--- config.mk ---
export PLATFORM = sky130hd
export DESIGN_NAME = rla_regs
export DESIGN_NICKNAME = d
export VERILOG_FILES = /design/src/inc/rla_pkg.sv /design/src/hw/rla_alias_match.sv /design/src/hw/rla_regs.sv
export SDC_FILE = /design/constraint.sdc
export NUM_CORES = 1
export LEC_CHECK = 0
export BUFFER_PORTS_ARGS = -buffer_cell sky130_fd_sc_hd__buf_2
export CORE_ASPECT_RATIO = 1.25
export CORE_UTILIZATION = 50
export CTS_BUF_LIST = sky130_fd_sc_hd__clkbuf_16
export CTS_CLUSTER_SIZE = 20
export DETAILED_ROUTE_END_ITERATION = 8
export HOLD_SLACK_MARGIN = 0.06
export PLACE_DENSITY = 0.75
export SKIP_LAST_GASP = 1
export SYNTH_ARGS = -nofsm -noshare
export SYNTH_HDL_FRONTEND = slang
export SYNTH_HIERARCHICAL = 1
export SYNTH_SLANG_ARGS = --single-unit
--- constraint.sdc ---
create_clock -name clk_sys -period 2.5 [get_ports clk_sys]
set_clock_uncertainty 0.05 [all_clocks]
set_input_delay 0.25 -clock clk_sys [delete_from_list [all_inputs] [get_ports clk_sys]]
set_output_delay 0.25 -clock clk_sys [all_outputs]
set_load 0.02 [all_outputs]
--- src/inc/rla_pkg.sv ---
// rla_pkg: offsets, field positions, reset values and carriers of the
// per-port remote link identity / alias register group.
// assumes a byte-wide local register port with 8-bit offsets.
package rla_pkg;

  // port count of the hub and width of the port-select value
  localparam int MAX_PORTS   = 4;
  localparam int PORT_SEL_W  = 2;

  // register offsets
  localparam logic [7:0] OFS_FWD_CFG  = 8'h59;
  localparam logic [7:0] OFS_IDENTITY = 8'h5B;
  localparam logic [7:0] OFS_ALIAS    = 8'h5C;
  localparam logic [7:0] OFS_TGT0     = 8'h5D;
  localparam logic [7:0] OFS_TGT1     = 8'h5E;

  // field positions
  localparam int OVERRIDE_BIT = 7;
  localparam int GPIO_LSB     = 0;
  localparam int ADDR_LSB     = 1;
  localparam int FREEZE_BIT   = 0;
  localparam int AUTO_ACK_BIT = 0;

  // reset values
  localparam logic [7:0] RST_FWD_CFG  = 8'h00;
  localparam logic [7:0] RST_IDENTITY = 8'h00;
  localparam logic [7:0] RST_ALIAS    = 8'h00;
  localparam logic [7:0] RST_TGT      = 8'h00;

  // alias value that switches the decoder off
  localparam logic [6:0] ALIAS_OFF = 7'h00;

  // one port's stored fields
  typedef struct packed {
    logic       override;
    logic [1:0] gpio_count;
    logic [6:0] identity;
    logic       freeze;
    logic [6:0] alias_addr;
    logic       auto_ack;
    logic [6:0] tgt0;
    logic [6:0] tgt1;
  } rla_port_regs_t;

  localparam rla_port_regs_t PORT_RESET = '{
    override:   RST_FWD_CFG[OVERRIDE_BIT],
    gpio_count: RST_FWD_CFG[GPIO_LSB +: 2],
    identity:   RST_IDENTITY[ADDR_LSB +: 7],
    freeze:     RST_IDENTITY[FREEZE_BIT],
    alias_addr: RST_ALIAS[ADDR_LSB +: 7],
    auto_ack:   RST_ALIAS[AUTO_ACK_BIT],
    tgt0:       RST_TGT[ADDR_LSB +: 7],
    tgt1:       RST_TGT[ADDR_LSB +: 7]
  };

  // values pushed by the remote serializer over the forward channel
  typedef struct packed {
    logic       gpio_valid;
    logic [1:0] gpio_count;
    logic       id_valid;
    logic [6:0] identity;
  } rla_fwd_load_t;

  // local i2c address presented for decoding
  typedef struct packed {
    logic       valid;
    logic       is_write;
    logic [6:0] addr;
  } rla_i2c_req_t;

  // routing decision for one transaction
  typedef struct packed {
    logic       remote;
    logic       ack;
    logic [6:0] addr;
  } rla_route_t;

endpackage

--- src/hw/rla_alias_match.sv ---
// rla_alias_match: combinational address decode of one receive port.
// assumes the stored fields come from rla_regs and the request is stable.
`timescale 1ns/10ps
module rla_alias_match (
  input  wire rla_pkg::rla_port_regs_t regs,
  input  wire logic                    pass_all,
  input  wire logic [6:0]              tgt_alias0,
  input  wire logic [6:0]              tgt_alias1,
  input  wire rla_pkg::rla_i2c_req_t   req,
  output rla_pkg::rla_route_t          route
);

  logic ser_hit;
  logic t0_hit;
  logic t1_hit;

  // alias compares; a zero alias never matches
  assign ser_hit = req.valid && (regs.alias_addr != rla_pkg::ALIAS_OFF)
                   && (req.addr == regs.alias_addr);
  assign t0_hit  = req.valid && (tgt_alias0 != rla_pkg::ALIAS_OFF)
                   && (req.addr == tgt_alias0);
  assign t1_hit  = req.valid && (tgt_alias1 != rla_pkg::ALIAS_OFF)
                   && (req.addr == tgt_alias1);

  // remap, auto-ack and pass-through choice
  always_comb begin
    route = '0;
    if (ser_hit) begin
      route.remote = 1'b1;
      route.addr   = regs.tgt0;
      route.ack    = req.is_write && regs.auto_ack;
    end else if (t0_hit) begin
      route.remote = 1'b1;
      route.addr   = regs.tgt0;
    end else if (t1_hit) begin
      route.remote = 1'b1;
      route.addr   = regs.tgt1;
    end else if (req.valid && pass_all) begin
      route.remote = 1'b1;
      route.addr   = req.addr;
    end
    // otherwise nothing forwarded, nothing acknowledged
  end

endmodule

--- src/hw/rla_regs.sv ---
// rla_regs: per-port remote link configuration, identity, alias and
// target remap registers, plus the routing decode they steer.
// assumes a byte register port from the local i2c controller, the
// port-select value from elsewhere, and forward-channel load strobes.
// no buffering: each answer stands in its register until replaced.
`timescale 1ns/10ps
module rla_regs #(
  parameter int NUM_PORTS = rla_pkg::MAX_PORTS
) (
  input  wire  logic                                      clk_sys,
  input  wire  logic                                      reset,
  input  wire  logic [rla_pkg::PORT_SEL_W-1:0]            port_select,
  input  wire  logic                                      reg_wr,
  input  wire  logic                                      reg_rd,
  input  wire  logic [7:0]                                reg_addr,
  input  wire  logic [7:0]                                reg_wdata,
  output logic [7:0]                                      reg_rdata,
  output logic                                            reg_rvalid,
  output logic                                            reg_hit,
  input  wire  rla_pkg::rla_fwd_load_t [NUM_PORTS-1:0]    fwd_load,
  input  wire  logic [NUM_PORTS-1:0]                      pass_all,
  input  wire  logic [NUM_PORTS-1:0][6:0]                 tgt_alias0,
  input  wire  logic [NUM_PORTS-1:0][6:0]                 tgt_alias1,
  input  wire  rla_pkg::rla_i2c_req_t                     i2c_req,
  output logic                                            route_valid,
  output rla_pkg::rla_route_t                             route,
  output logic [rla_pkg::PORT_SEL_W-1:0]                  route_port,
  output logic [NUM_PORTS-1:0][3:0]                       gpio_active
);

  // elaboration check on the port count
  if (NUM_PORTS < 1 || NUM_PORTS > rla_pkg::MAX_PORTS) begin : g_bad_ports
    $error("rla_regs: NUM_PORTS out of range");
  end

  // port-select must be wide enough to name every port
  if (NUM_PORTS > (1 << rla_pkg::PORT_SEL_W)) begin : g_narrow_sel
    $error("rla_regs: PORT_SEL_W too narrow for NUM_PORTS");
  end

  // whole state of the block
  typedef struct packed {
    rla_pkg::rla_port_regs_t [NUM_PORTS-1:0] regs;
    logic [7:0]                              rdata;
    logic                                    rvalid;
    logic                                    hit;
    logic                                    rt_valid;
    rla_pkg::rla_route_t                     rt;
    logic [rla_pkg::PORT_SEL_W-1:0]          rt_port;
  } rla_state_t;

  rla_state_t                              st;
  rla_state_t                              next_st;
  // per-port decode results, combined below
  rla_pkg::rla_route_t [NUM_PORTS-1:0]     port_route;

  // local access reaches only the port named by port_select
  function automatic logic port_chosen(input logic [rla_pkg::PORT_SEL_W-1:0] sel,
                                       input int                             p);
    port_chosen = (sel == p[rla_pkg::PORT_SEL_W-1:0]);
  endfunction

  // address decode behind the read hit flag; writes decode in their own case
  function automatic logic addr_mapped(input logic [7:0] a);
    addr_mapped = (a == rla_pkg::OFS_FWD_CFG) || (a == rla_pkg::OFS_IDENTITY)
               || (a == rla_pkg::OFS_ALIAS) || (a == rla_pkg::OFS_TGT0)
               || (a == rla_pkg::OFS_TGT1);
  endfunction

  // read image of one register; reserved bits return zero
  function automatic logic [7:0] read_byte(input rla_pkg::rla_port_regs_t r,
                                           input logic [7:0] a);
    read_byte = 8'h00;
    // bits outside a field keep this zero start
    unique case (a)
      rla_pkg::OFS_FWD_CFG: begin
        read_byte[rla_pkg::OVERRIDE_BIT]     = r.override;
        read_byte[rla_pkg::GPIO_LSB +: 2]    = r.gpio_count;
      end
      rla_pkg::OFS_IDENTITY: begin
        read_byte[rla_pkg::ADDR_LSB +: 7]    = r.identity;
        read_byte[rla_pkg::FREEZE_BIT]       = r.freeze;
      end
      rla_pkg::OFS_ALIAS: begin
        read_byte[rla_pkg::ADDR_LSB +: 7]    = r.alias_addr;
        read_byte[rla_pkg::AUTO_ACK_BIT]     = r.auto_ack;
      end
      rla_pkg::OFS_TGT0: read_byte[rla_pkg::ADDR_LSB +: 7] = r.tgt0;
      rla_pkg::OFS_TGT1: read_byte[rla_pkg::ADDR_LSB +: 7] = r.tgt1;
      default: read_byte = 8'h00;
    endcase
  endfunction

  // gpio count to active-gpio mask
  // four gpios give a full mask; no code means three
  function automatic logic [3:0] gpio_mask(input logic [1:0] cnt);
    unique case (cnt)
      2'b00: gpio_mask = 4'h0;
      2'b01: gpio_mask = 4'h1;
      2'b10: gpio_mask = 4'h3;
      2'b11: gpio_mask = 4'hF;
    endcase
  endfunction

  // one alias decoder per receive port
  // every decoder sees the same request; the lowest port wins below
  for (genvar p = 0; p < NUM_PORTS; p++) begin : g_match
    rla_alias_match u_match (
      .regs       (st.regs[p]),
      .pass_all   (pass_all[p]),
      .tgt_alias0 (tgt_alias0[p]),
      .tgt_alias1 (tgt_alias1[p]),
      .req        (i2c_req),
      .route      (port_route[p])
    );
  end

  // next-state logic
  always_comb begin
    logic wr_sel;
    wr_sel  = 1'b0;
    next_st = st;
    // answer strobes last one cycle unless raised again
    next_st.rvalid   = 1'b0;
    next_st.rt_valid = 1'b0;
    for (int p = 0; p < NUM_PORTS; p++) begin
      wr_sel = reg_wr && port_chosen(port_select, p);
      // local writes; reserved bits are never stored, so they read zero
      if (wr_sel) begin
        unique case (reg_addr)
          rla_pkg::OFS_FWD_CFG: begin
            next_st.regs[p].override   = reg_wdata[rla_pkg::OVERRIDE_BIT];
            next_st.regs[p].gpio_count = reg_wdata[rla_pkg::GPIO_LSB +: 2];
          end
          rla_pkg::OFS_IDENTITY: begin
            next_st.regs[p].identity = reg_wdata[rla_pkg::ADDR_LSB +: 7];
            next_st.regs[p].freeze   = reg_wdata[rla_pkg::FREEZE_BIT];
          end
          rla_pkg::OFS_ALIAS: begin
            next_st.regs[p].alias_addr = reg_wdata[rla_pkg::ADDR_LSB +: 7];
            next_st.regs[p].auto_ack   = reg_wdata[rla_pkg::AUTO_ACK_BIT];
          end
          rla_pkg::OFS_TGT0: next_st.regs[p].tgt0 = reg_wdata[rla_pkg::ADDR_LSB +: 7];
          rla_pkg::OFS_TGT1: next_st.regs[p].tgt1 = reg_wdata[rla_pkg::ADDR_LSB +: 7];
          default: ;
        endcase
      end
      // forward-channel loads win over a same-cycle local write
      // override and freeze act as stored, before any same-cycle write
      if (fwd_load[p].gpio_valid && !st.regs[p].override) begin
        next_st.regs[p].gpio_count = fwd_load[p].gpio_count;
      end
      if (fwd_load[p].id_valid && !st.regs[p].freeze) begin
        next_st.regs[p].identity = fwd_load[p].identity;
      end
    end
    // registered read answer
    if (reg_rd) begin
      next_st.rvalid = 1'b1;
      next_st.hit    = addr_mapped(reg_addr);
      next_st.rdata  = 8'h00;
      // a select beyond the last port finds no copy and reads zero
      for (int p = 0; p < NUM_PORTS; p++) begin
        if (port_chosen(port_select, p)) begin
          next_st.rdata = read_byte(st.regs[p], reg_addr);
        end
      end
    end
    // routing result, lowest matching port first
    if (i2c_req.valid) begin
      next_st.rt_valid = 1'b1;
      // a request that matches nothing still answers, all zero
      next_st.rt       = '0;
      next_st.rt_port  = '0;
      for (int p = NUM_PORTS - 1; p >= 0; p--) begin
        if (port_route[p].remote) begin
          next_st.rt      = port_route[p];
          next_st.rt_port = p[rla_pkg::PORT_SEL_W-1:0];
        end
      end
    end
  end

  // state register
  // reset restores every port's register image
  always_ff @(posedge clk_sys) begin
    if (reset) begin
      st          <= '0;
      st.regs     <= {NUM_PORTS{rla_pkg::PORT_RESET}};
    end else begin
      st <= next_st;
    end
  end

  // outputs straight from the state
  // read and route results leave from flip-flops only
  assign reg_rdata   = st.rdata;
  assign reg_rvalid  = st.rvalid;
  assign reg_hit     = st.hit;
  assign route_valid = st.rt_valid;
  assign route       = st.rt;
  assign route_port  = st.rt_port;

  // active forward gpio masks per port
  for (genvar p = 0; p < NUM_PORTS; p++) begin : g_gpio
    assign gpio_active[p] = gpio_mask(st.regs[p].gpio_count);
  end

endmodule

==> results.md, run 1 <==
* First-pass GRT wire length at between 50000 and 60000 um
* Die height at approximately 160 um
* Yosys cell types at 72
* Critical Path RT at 2730 ps
* Gp weighted congestion at 0.985
* Vias in the first global route at around 9600
* Total Routing Usage GR at 33.8%
* Pwr Total at 6.11 mW
* Worst slew margin at 43.0%
* Vias per cell at approximately 6.2
* DIE WIDTH at about 130 um
* Post-Syn Area per Cell at 8.40 sq um
* Max IR drop VDD at roughly 0.00044 V
* Share of cells above drive strength 1 at a little over 30%
* Total CTS buffers at 17
* CP Buf/Inv Count at 2
* Fillers at about 1600
* NetSw at 1.76 mW
* Largest net degree at the start of global routing at 79
* Buffer levels on the longest clock path at 2
* CP endpoint kind: flip-flop
* Final WL at approximately 35000 um
* Slew @ Worst Pin at 855 ps
* Number of max-cap violations at 0
* Final nets at between 1500 and 2000
* Startpoint types: flip-flop
* # DRC at 0
* Full die area at around 21000 sq um
* Main flop type after synthesis: dfxtp_1
* Initial DRC Count at 1079
* Flop pwr share at between 40% and 50%
* Period utilization at 99.7%
* Post-Synthesis Cells at 1198
* Worst hold slack at 60.5 ps
* Remaining antenna violation count at 0
* Comb pwr share at 16.8%
* Post-synth EDFFs at 0
* Root Buffer: clkbuf_16
* Synth Net Count at roughly 1300
* Clock net sink count at 154
* Worst path slowest cell: mux2_2
* Clk network pwr share at 41.4%
* Switching Fraction at 28.8%
* PortBufs at 172
* Hold WC Path Type: primary input to flip-flop
* TritonCTS clock tree: built
* Leakage Power at 5.35 nW
* Core area at 19600 sq um
* Clock-pin slew on the worst setup and hold paths at 70 ps
* Skew-Pair Late Insertion Delay at 430 ps
* Unrepaired setup endpoints after global routing: yes
* CP max stage delay at 350 ps
* Period minus WS final at 2490 ps
* P_int at 4.35 mW
* Fin. Hold Viols at 0
* Drt wl/cell at 20.8 um
* Io pins at 173
* Cell Rows at 57
* Synth Register Bits at 154
* Crit path max fanout at 7
* Endpoints failing setup at 0
* F_max at 0.401 GHz
* H-tree Lvls at 4
* Initial antenna violation count at 1
* Sequential fraction of the synthesis area at 30.6%
* Max-slew violations at 0
* Cell family with most CP delay: compound AO/OA/AOI/OAI gates
* P per Cell Area at around 500 nW/um^2
* Grt ovf at 0
* Kind of critical path: flip-flop to flip-flop
* Worst EP arrival at 2720 ps
* First-pass DRT Iterations at 5
* Via count at 10400
* Critical-path cell list: buf_4 -> xnor2_1 -> and3_1 -> o2111ai_2 -> o31ai_4 -> buf_12 -> mux2_2 -> a221oi_4 -> nor3_2 -> a21oi_1 -> a211oi_2
* Ys async rst share at 0%
* Detailed Place HPWL at 25000 um
* Multi-input gate area at 6550 sq um
* Outcome: complete, no violations
* Initial Util at 51.3%
* Register area at 3090 sq um
* Yosys Warn Count at 6
* Final setup TNS at 0 ps
* Area grow syn2layout at 24.6%
* Area of the mapped netlist at 10100 sq um
[per-layer routing]
metal	global-route usage (%)	vias to the layer above	share of wire (%)
met5	0	-	0
met4	20.1	0	5.5
met3	6.03	143	9.3
met2	53.3	669	46
met1	42.9	4869	40
li1	-	4739	-
[worst paths after layout]
path,depth (start not counted),slack [ps],startpoint,to
hold reg to reg,2,420,st[54]$_SDFFE_PP0P_,st[54]$_SDFFE_PP0P_
setup / recovery,11,6,st[105]$_SDFFE_PP0P_,route[3]$_SDFFE_PP0P_
setup reg to reg,11,6,st[105]$_SDFFE_PP0P_,route[3]$_SDFFE_PP0P_
hold / removal,3,60,fwd_load[28],st[117]$_SDFFE_PP0P_
[final cells by class]
class / instances / area share (%)
clock buffers: 17 / 3.39
well taps: 265 / 2.64
multi-input cells: 924 / 52.2
clock inverters: 15 / 1.14
diodes: 1 / 0.0199
repair buffers: 302 / 15.8
flip-flops and latches: 154 / 24.6
inverters: 5 / 0.150
[state kept, by name, summed over array words and instances (netlist names)]
name and flops:
route 9, route_valid 1, reg_hit 1, reg_rvalid 1, reg_rdata 8, st 132
route_port 2
[cells by family (layout without fill, tap and decap cells)]
family          Yosys count  in the layout  share of synthesized area (%)
mux                     152            152                           16.9
compound gates          260            260                           17.4
xor+xnor                 80             80                           7.56
simple gates            432            432                           21.4
other cells               0              1                              0
flops                   154            154                           30.6
buf+inv                 120            339                           6.05
[tightest hold or removal path, delay by kind of cell]
| family | cells | cell delay [ps] |
|---|---|---|
| buf+inv | 1 | 100 |
| simple gates | 1 | 90 |
| compound gates | 1 | 50 |
[power groups by stage]
stage / combinational [mW] / sequential, mW / clock [mW]
6_report: 1.03 / 2.56 / 2.53
4_1_cts: 0.985 / 2.56 / 2.53
2_1_floorplan: 0.565 / 2.59 / 0
3_3_place_gp: 0.937 / 2.61 / 0
3_5_place_dp: 0.950 / 2.61 / 0
5_1_grt: 1.10 / 2.56 / 2.62
[cell usage in the layout, fill, tap and decap left out, types with 31 or more instances in the layout]
cell     synthesis  routed
o21ai_0         54      54
buf_4           23      99
a21oi_1         72      70
dfxtp_1        154     150
mux2_2          35      35
nand2_1        103     103
mux2i_1         89      89
xnor2_1         52      52
nor2_1         125     124
nand3_1         36      36
and3_1          31      31
buf_2           21     172
[Yosys cell counts, types with 4 or more instances]
library cell,number,area share (%)
dfxtp_1,154,31
nor2_1,125,4.7
nand2_1,103,3.8
mux2i_1,89,8.8
a21oi_1,72,3.6
clkbuf_1,63,2.3
o21ai_0,54,2.7
xnor2_1,52,4.5
nand3_1,36,1.8
mux2_2,35,3.9
a211oi_1,31,2.3
and3_1,31,1.9
mux2_4,28,4.2
buf_4,23,1.7
buf_2,21,1.0
a221oi_1,20,1.7
xor2_1,20,1.7
nor3_1,19,0.94
a311oi_1,18,1.6
nand2b_1,16,0.99
nor2b_1,16,0.99
a22oi_1,14,1.0
nand4_1,14,0.87
nor4_1,13,0.81
or4_1,12,0.89
xnor2_2,8,1.3
and2_1,7,0.43
nand3b_1,7,0.52
o2111ai_1,7,0.61
buf_6,6,0.67
or2_2,5,0.31
a31oi_1,4,0.25
and3_2,4,0.30
and3b_1,4,0.35
inv_1,4,0.15
nor2_2,4,0.25
o31ai_2,4,0.50
[metrics by stage]
step | cells | utilization [%] | setup WS [ps] | cell area [sq um]
floorplan | 1198 | - | 61.9 | 10100
global placement | 1620 | 58.7 | -375 | 11500
detailed placement | 1620 | 58.7 | -399 | 11500
CTS | 1677 | 63.0 | 23.6 | 12400
global route | 1683 | 64.0 | -106 | 12500
finish | 1683 | 64.0 | 6.42 | 12500
[what timing repair did]
item,in CTS,in global routing
gates cloned,0,1
hold buffers,22,0
resized for setup,6,30
endpoints found under the setup margin,7,8
endpoints found under the hold margin,23,0
pin swaps,2,14
buffers inserted,3,4
No activity file was read; power rests on OpenSTA's default activity.
==> run 2: changes to the inputs <==
--- a/config.mk
+++ b/config.mk
@@ -12,7 +12,7 @@
 export CTS_CLUSTER_SIZE = 20
 export DETAILED_ROUTE_END_ITERATION = 8
 export HOLD_SLACK_MARGIN = 0.06
-export PLACE_DENSITY = 0.75
+export PLACE_DENSITY = 0.72
 export SKIP_LAST_GASP = 1
 export SYNTH_ARGS = -nofsm -noshare
 export SYNTH_HDL_FRONTEND = slang
==> constraint.sdc (replaced) <==
create_clock -name clk_sys -period 3.05 [get_ports clk_sys]
set_clock_uncertainty 0.05 [all_clocks]
set_input_delay 0.305 -clock clk_sys [delete_from_list [all_inputs] [get_ports clk_sys]]
set_output_delay 0.305 -clock clk_sys [all_outputs]
set_load 0.02 [all_outputs]
==> run 2 against run 1 <==
Wire length decreased by 3.4%. Sequential share of layout area is 1.7 points higher. Critical endpoint is now route[0]$_SDFFE_PP0P_. First-iteration DRC count rose by 1.1%. Fmax decreased by 6.5%. Clock power fell by 4%. Count of clock-buffer cells in the layout did not move. Largest power group is now the clock network. Sequential power fell by 18%. Register-to-register slack better by 380 ps. Utilization is 4.3 points lower. Worst setup slack better by 380 ps. Power is 14% lower. Die area unchanged.
==> results.md, run 2 (synthesis results as in run 1) <==
* Clock net sink count at 154
* Number of diodes at 0
* Unrepaired setup endpoints after global routing: no
* Root Buffer: clkbuf_16
* Reg2reg path depth at 11
* Skew-Pair Late Insertion Delay at around 430 ps
* Remaining antenna violation count at 0
* # DRC at 0
* Flop pwr share at 39.7%
* Full die area at 20700 sq um
* Buffer levels on the longest clock path at 2
* R2r startpoint: st[138]$_SDFFE_PP0P_
* Vias per cell at 6.25
* Pwr Total at about 5.3 mW
* Post_cts resized at 0
* Worst slew margin at 47.2%
* Worst Hold Launch: fwd_load[37]
* Hold-critical path depth at 3
* Number of flip-flops in the largest register at between 100 and 150
* Hold WC Path Type: primary input to flip-flop
* First-pass GRT wire length at approximately 51000 um
* Worst hold slack at 102 ps
* Core area at 19600 sq um
* Final Instance Area at 11700 sq um
* Total CTS buffers at 17
* PortBufs at about 170
* Hold Path Sink: st[148]$_SDFFE_PP0P_
* Startpoint types: flip-flop
* TritonCTS clock tree: built
* Die height at roughly 160 um
* Fillers at 1755
* Initial Util at between 50% and 60%
* Met2 GRT Util at a little over half
* Global routing usage on met3 at 5.20%
* Period utilization at around 90%
* Worst EP arrival at ~2900 ps
* Final setup TNS at 0 ps
* Clk network pwr share at 46.1%
* Cell Area, Placed at 11000 sq um
* Via count at 9968
* Leakage Power at 4.92 nW
* Period minus WS final at approximately 2700 ps
* Reg-to-reg slack, setup at around 380 ps
* NetSw at approximately 1.4 mW
* R2r endpoint: route[0]$_SDFFE_PP0P_
* F_max at between 0.3 and 0.4 GHz
* Largest net degree at the start of global routing at 76
* First-pass DRT Iterations at 8
* Number of max-cap violations at 0
* Worst slack, placed at 50.1 ps
* Initial DRC Count at ~1100
* Fin. Hold Viols at 0
* Comb pwr share at 14.2%
* Kind of critical path: flip-flop to flip-flop
* Largest Register: st
* Io pins at 173
* Total Routing Usage GR at 32.7%
* Max-slew violations at 0
* Area grow syn2layout at 16.2%
* P per Cell Area at 451 nW/um^2
* Met1 Use GR at 41.2%
* Switching Fraction at 26.1%
* P_int at ~3.9 mW
* Slew @ Worst Pin at 792 ps
* Critical Path RT at 3280 ps
* Final nets at 1451
* Outcome: complete, no violations
* Gp weighted congestion at a little under 1
* Share of cells above drive strength 1 at 25.8%
* Commonest non-fill, non-tap cells in the layout: 171 x buf_2, 154 x dfxtp_1, 125 x nor2_1
* Final WL at 33800 um
* Crit path max fanout at 8
* Clock-pin slew on the worst setup and hold paths at 60 ps
* Final worst setup slack at 383 ps
* CP endpoint kind: flip-flop
* Vias in the first global route at between 9000 and 10000
* Cell Rows at 57
* Most used routing layer: met2
* Max IR drop VDD at 0.000405 V
* DIE WIDTH at 129 um
* Detailed Place HPWL at 24400 um
* Grt ovf at 0
* Drt wl/cell at 21.2 um
* Initial antenna violation count at 0
* Most common cell after layout, fill and taps aside: buf_2
* H-tree Lvls at 4
* Endpoints failing setup at 0
## run 2: final cells by class
class | count | area, sq um | area share, %
Multi-Input combinational cell | 924 | 6380 | 54.5
Sequential cell | 154 | 3080 | 26.3
Timing Repair Buffer | 214 | 1220 | 10.4
Clock buffer | 17 | 425 | 3.64
Tap cell | 265 | 332 | 2.83
Clock inverter | 15 | 248 | 2.12
Inverter | 5 | 18.8 | 0.160
## run 2: worst max path at each step
stage | to | cells past startpoint | startpoint | slack, ps
4_1_cts | route[0]$_SDFFE_PP0P_ | 11 | st[136]$_SDFFE_PP0P_ | 420
5_1_grt | route[0]$_SDFFE_PP0P_ | 10 | st[103]$_SDFFE_PP0P_ | 70
6_report | route[0]$_SDFFE_PP0P_ | 11 | st[138]$_SDFFE_PP0P_ | 380
3_3_place_gp | route[0]$_SDFFE_PP0P_ | 12 | i2c_req[6] | 130
3_5_place_dp | route[0]$_SDFFE_PP0P_ | 12 | i2c_req[6] | 50
2_1_floorplan | route[0]$_SDFFE_PP0P_ | 10 | tgt_alias1[17] | 560
## run 2: metrics by stage
| stage | util [%] | instances |
|---|---|---|
| 6_report | 59.7 | 1594 |
| 5_1_grt | 59.7 | 1594 |
| 4_1_cts | 59.7 | 1594 |
| 3_5_place_dp | 56.2 | 1561 |
| 3_3_place_gp | 56.2 | 1561 |
| 2_1_floorplan | - | 1198 |
## run 2: critical path: stages (launching register included)
cell	delay, ps
dfxtp_1	380
nor4_1	270
a21oi_1	110
o2111ai_1	280
o31ai_2	240
nand3b_1	250
nor2b_1	160
buf_4	160
a221oi_1	300
nor3_1	90
a21oi_1	130
a211oi_1	90
## run 2: per-layer routing
layer | share of wire (%) | routed length (um)
met1 | 40 | 13500
met2 | 47 | 15800
met3 | 8.7 | 2940
met4 | 4.8 | 1630
met5 | 0 | 0
## run 2: what timing repair did
action / CTS / global route
setup buffers: 0 / 0
endpoints found under the setup margin: 0 / 0
endpoints found under the hold margin: 1 / 0
hold buffers: 1 / 0
## run 2: power groups by stage
stage	logic, mW	registers [mW]	clock network, mW
after global placement	0.723	2.14	0
after CTS	0.739	2.10	2.44
after floorplan	0.463	2.12	0
final	0.748	2.10	2.44
after detailed placement	0.736	2.14	0
after global routing	0.803	2.10	2.53
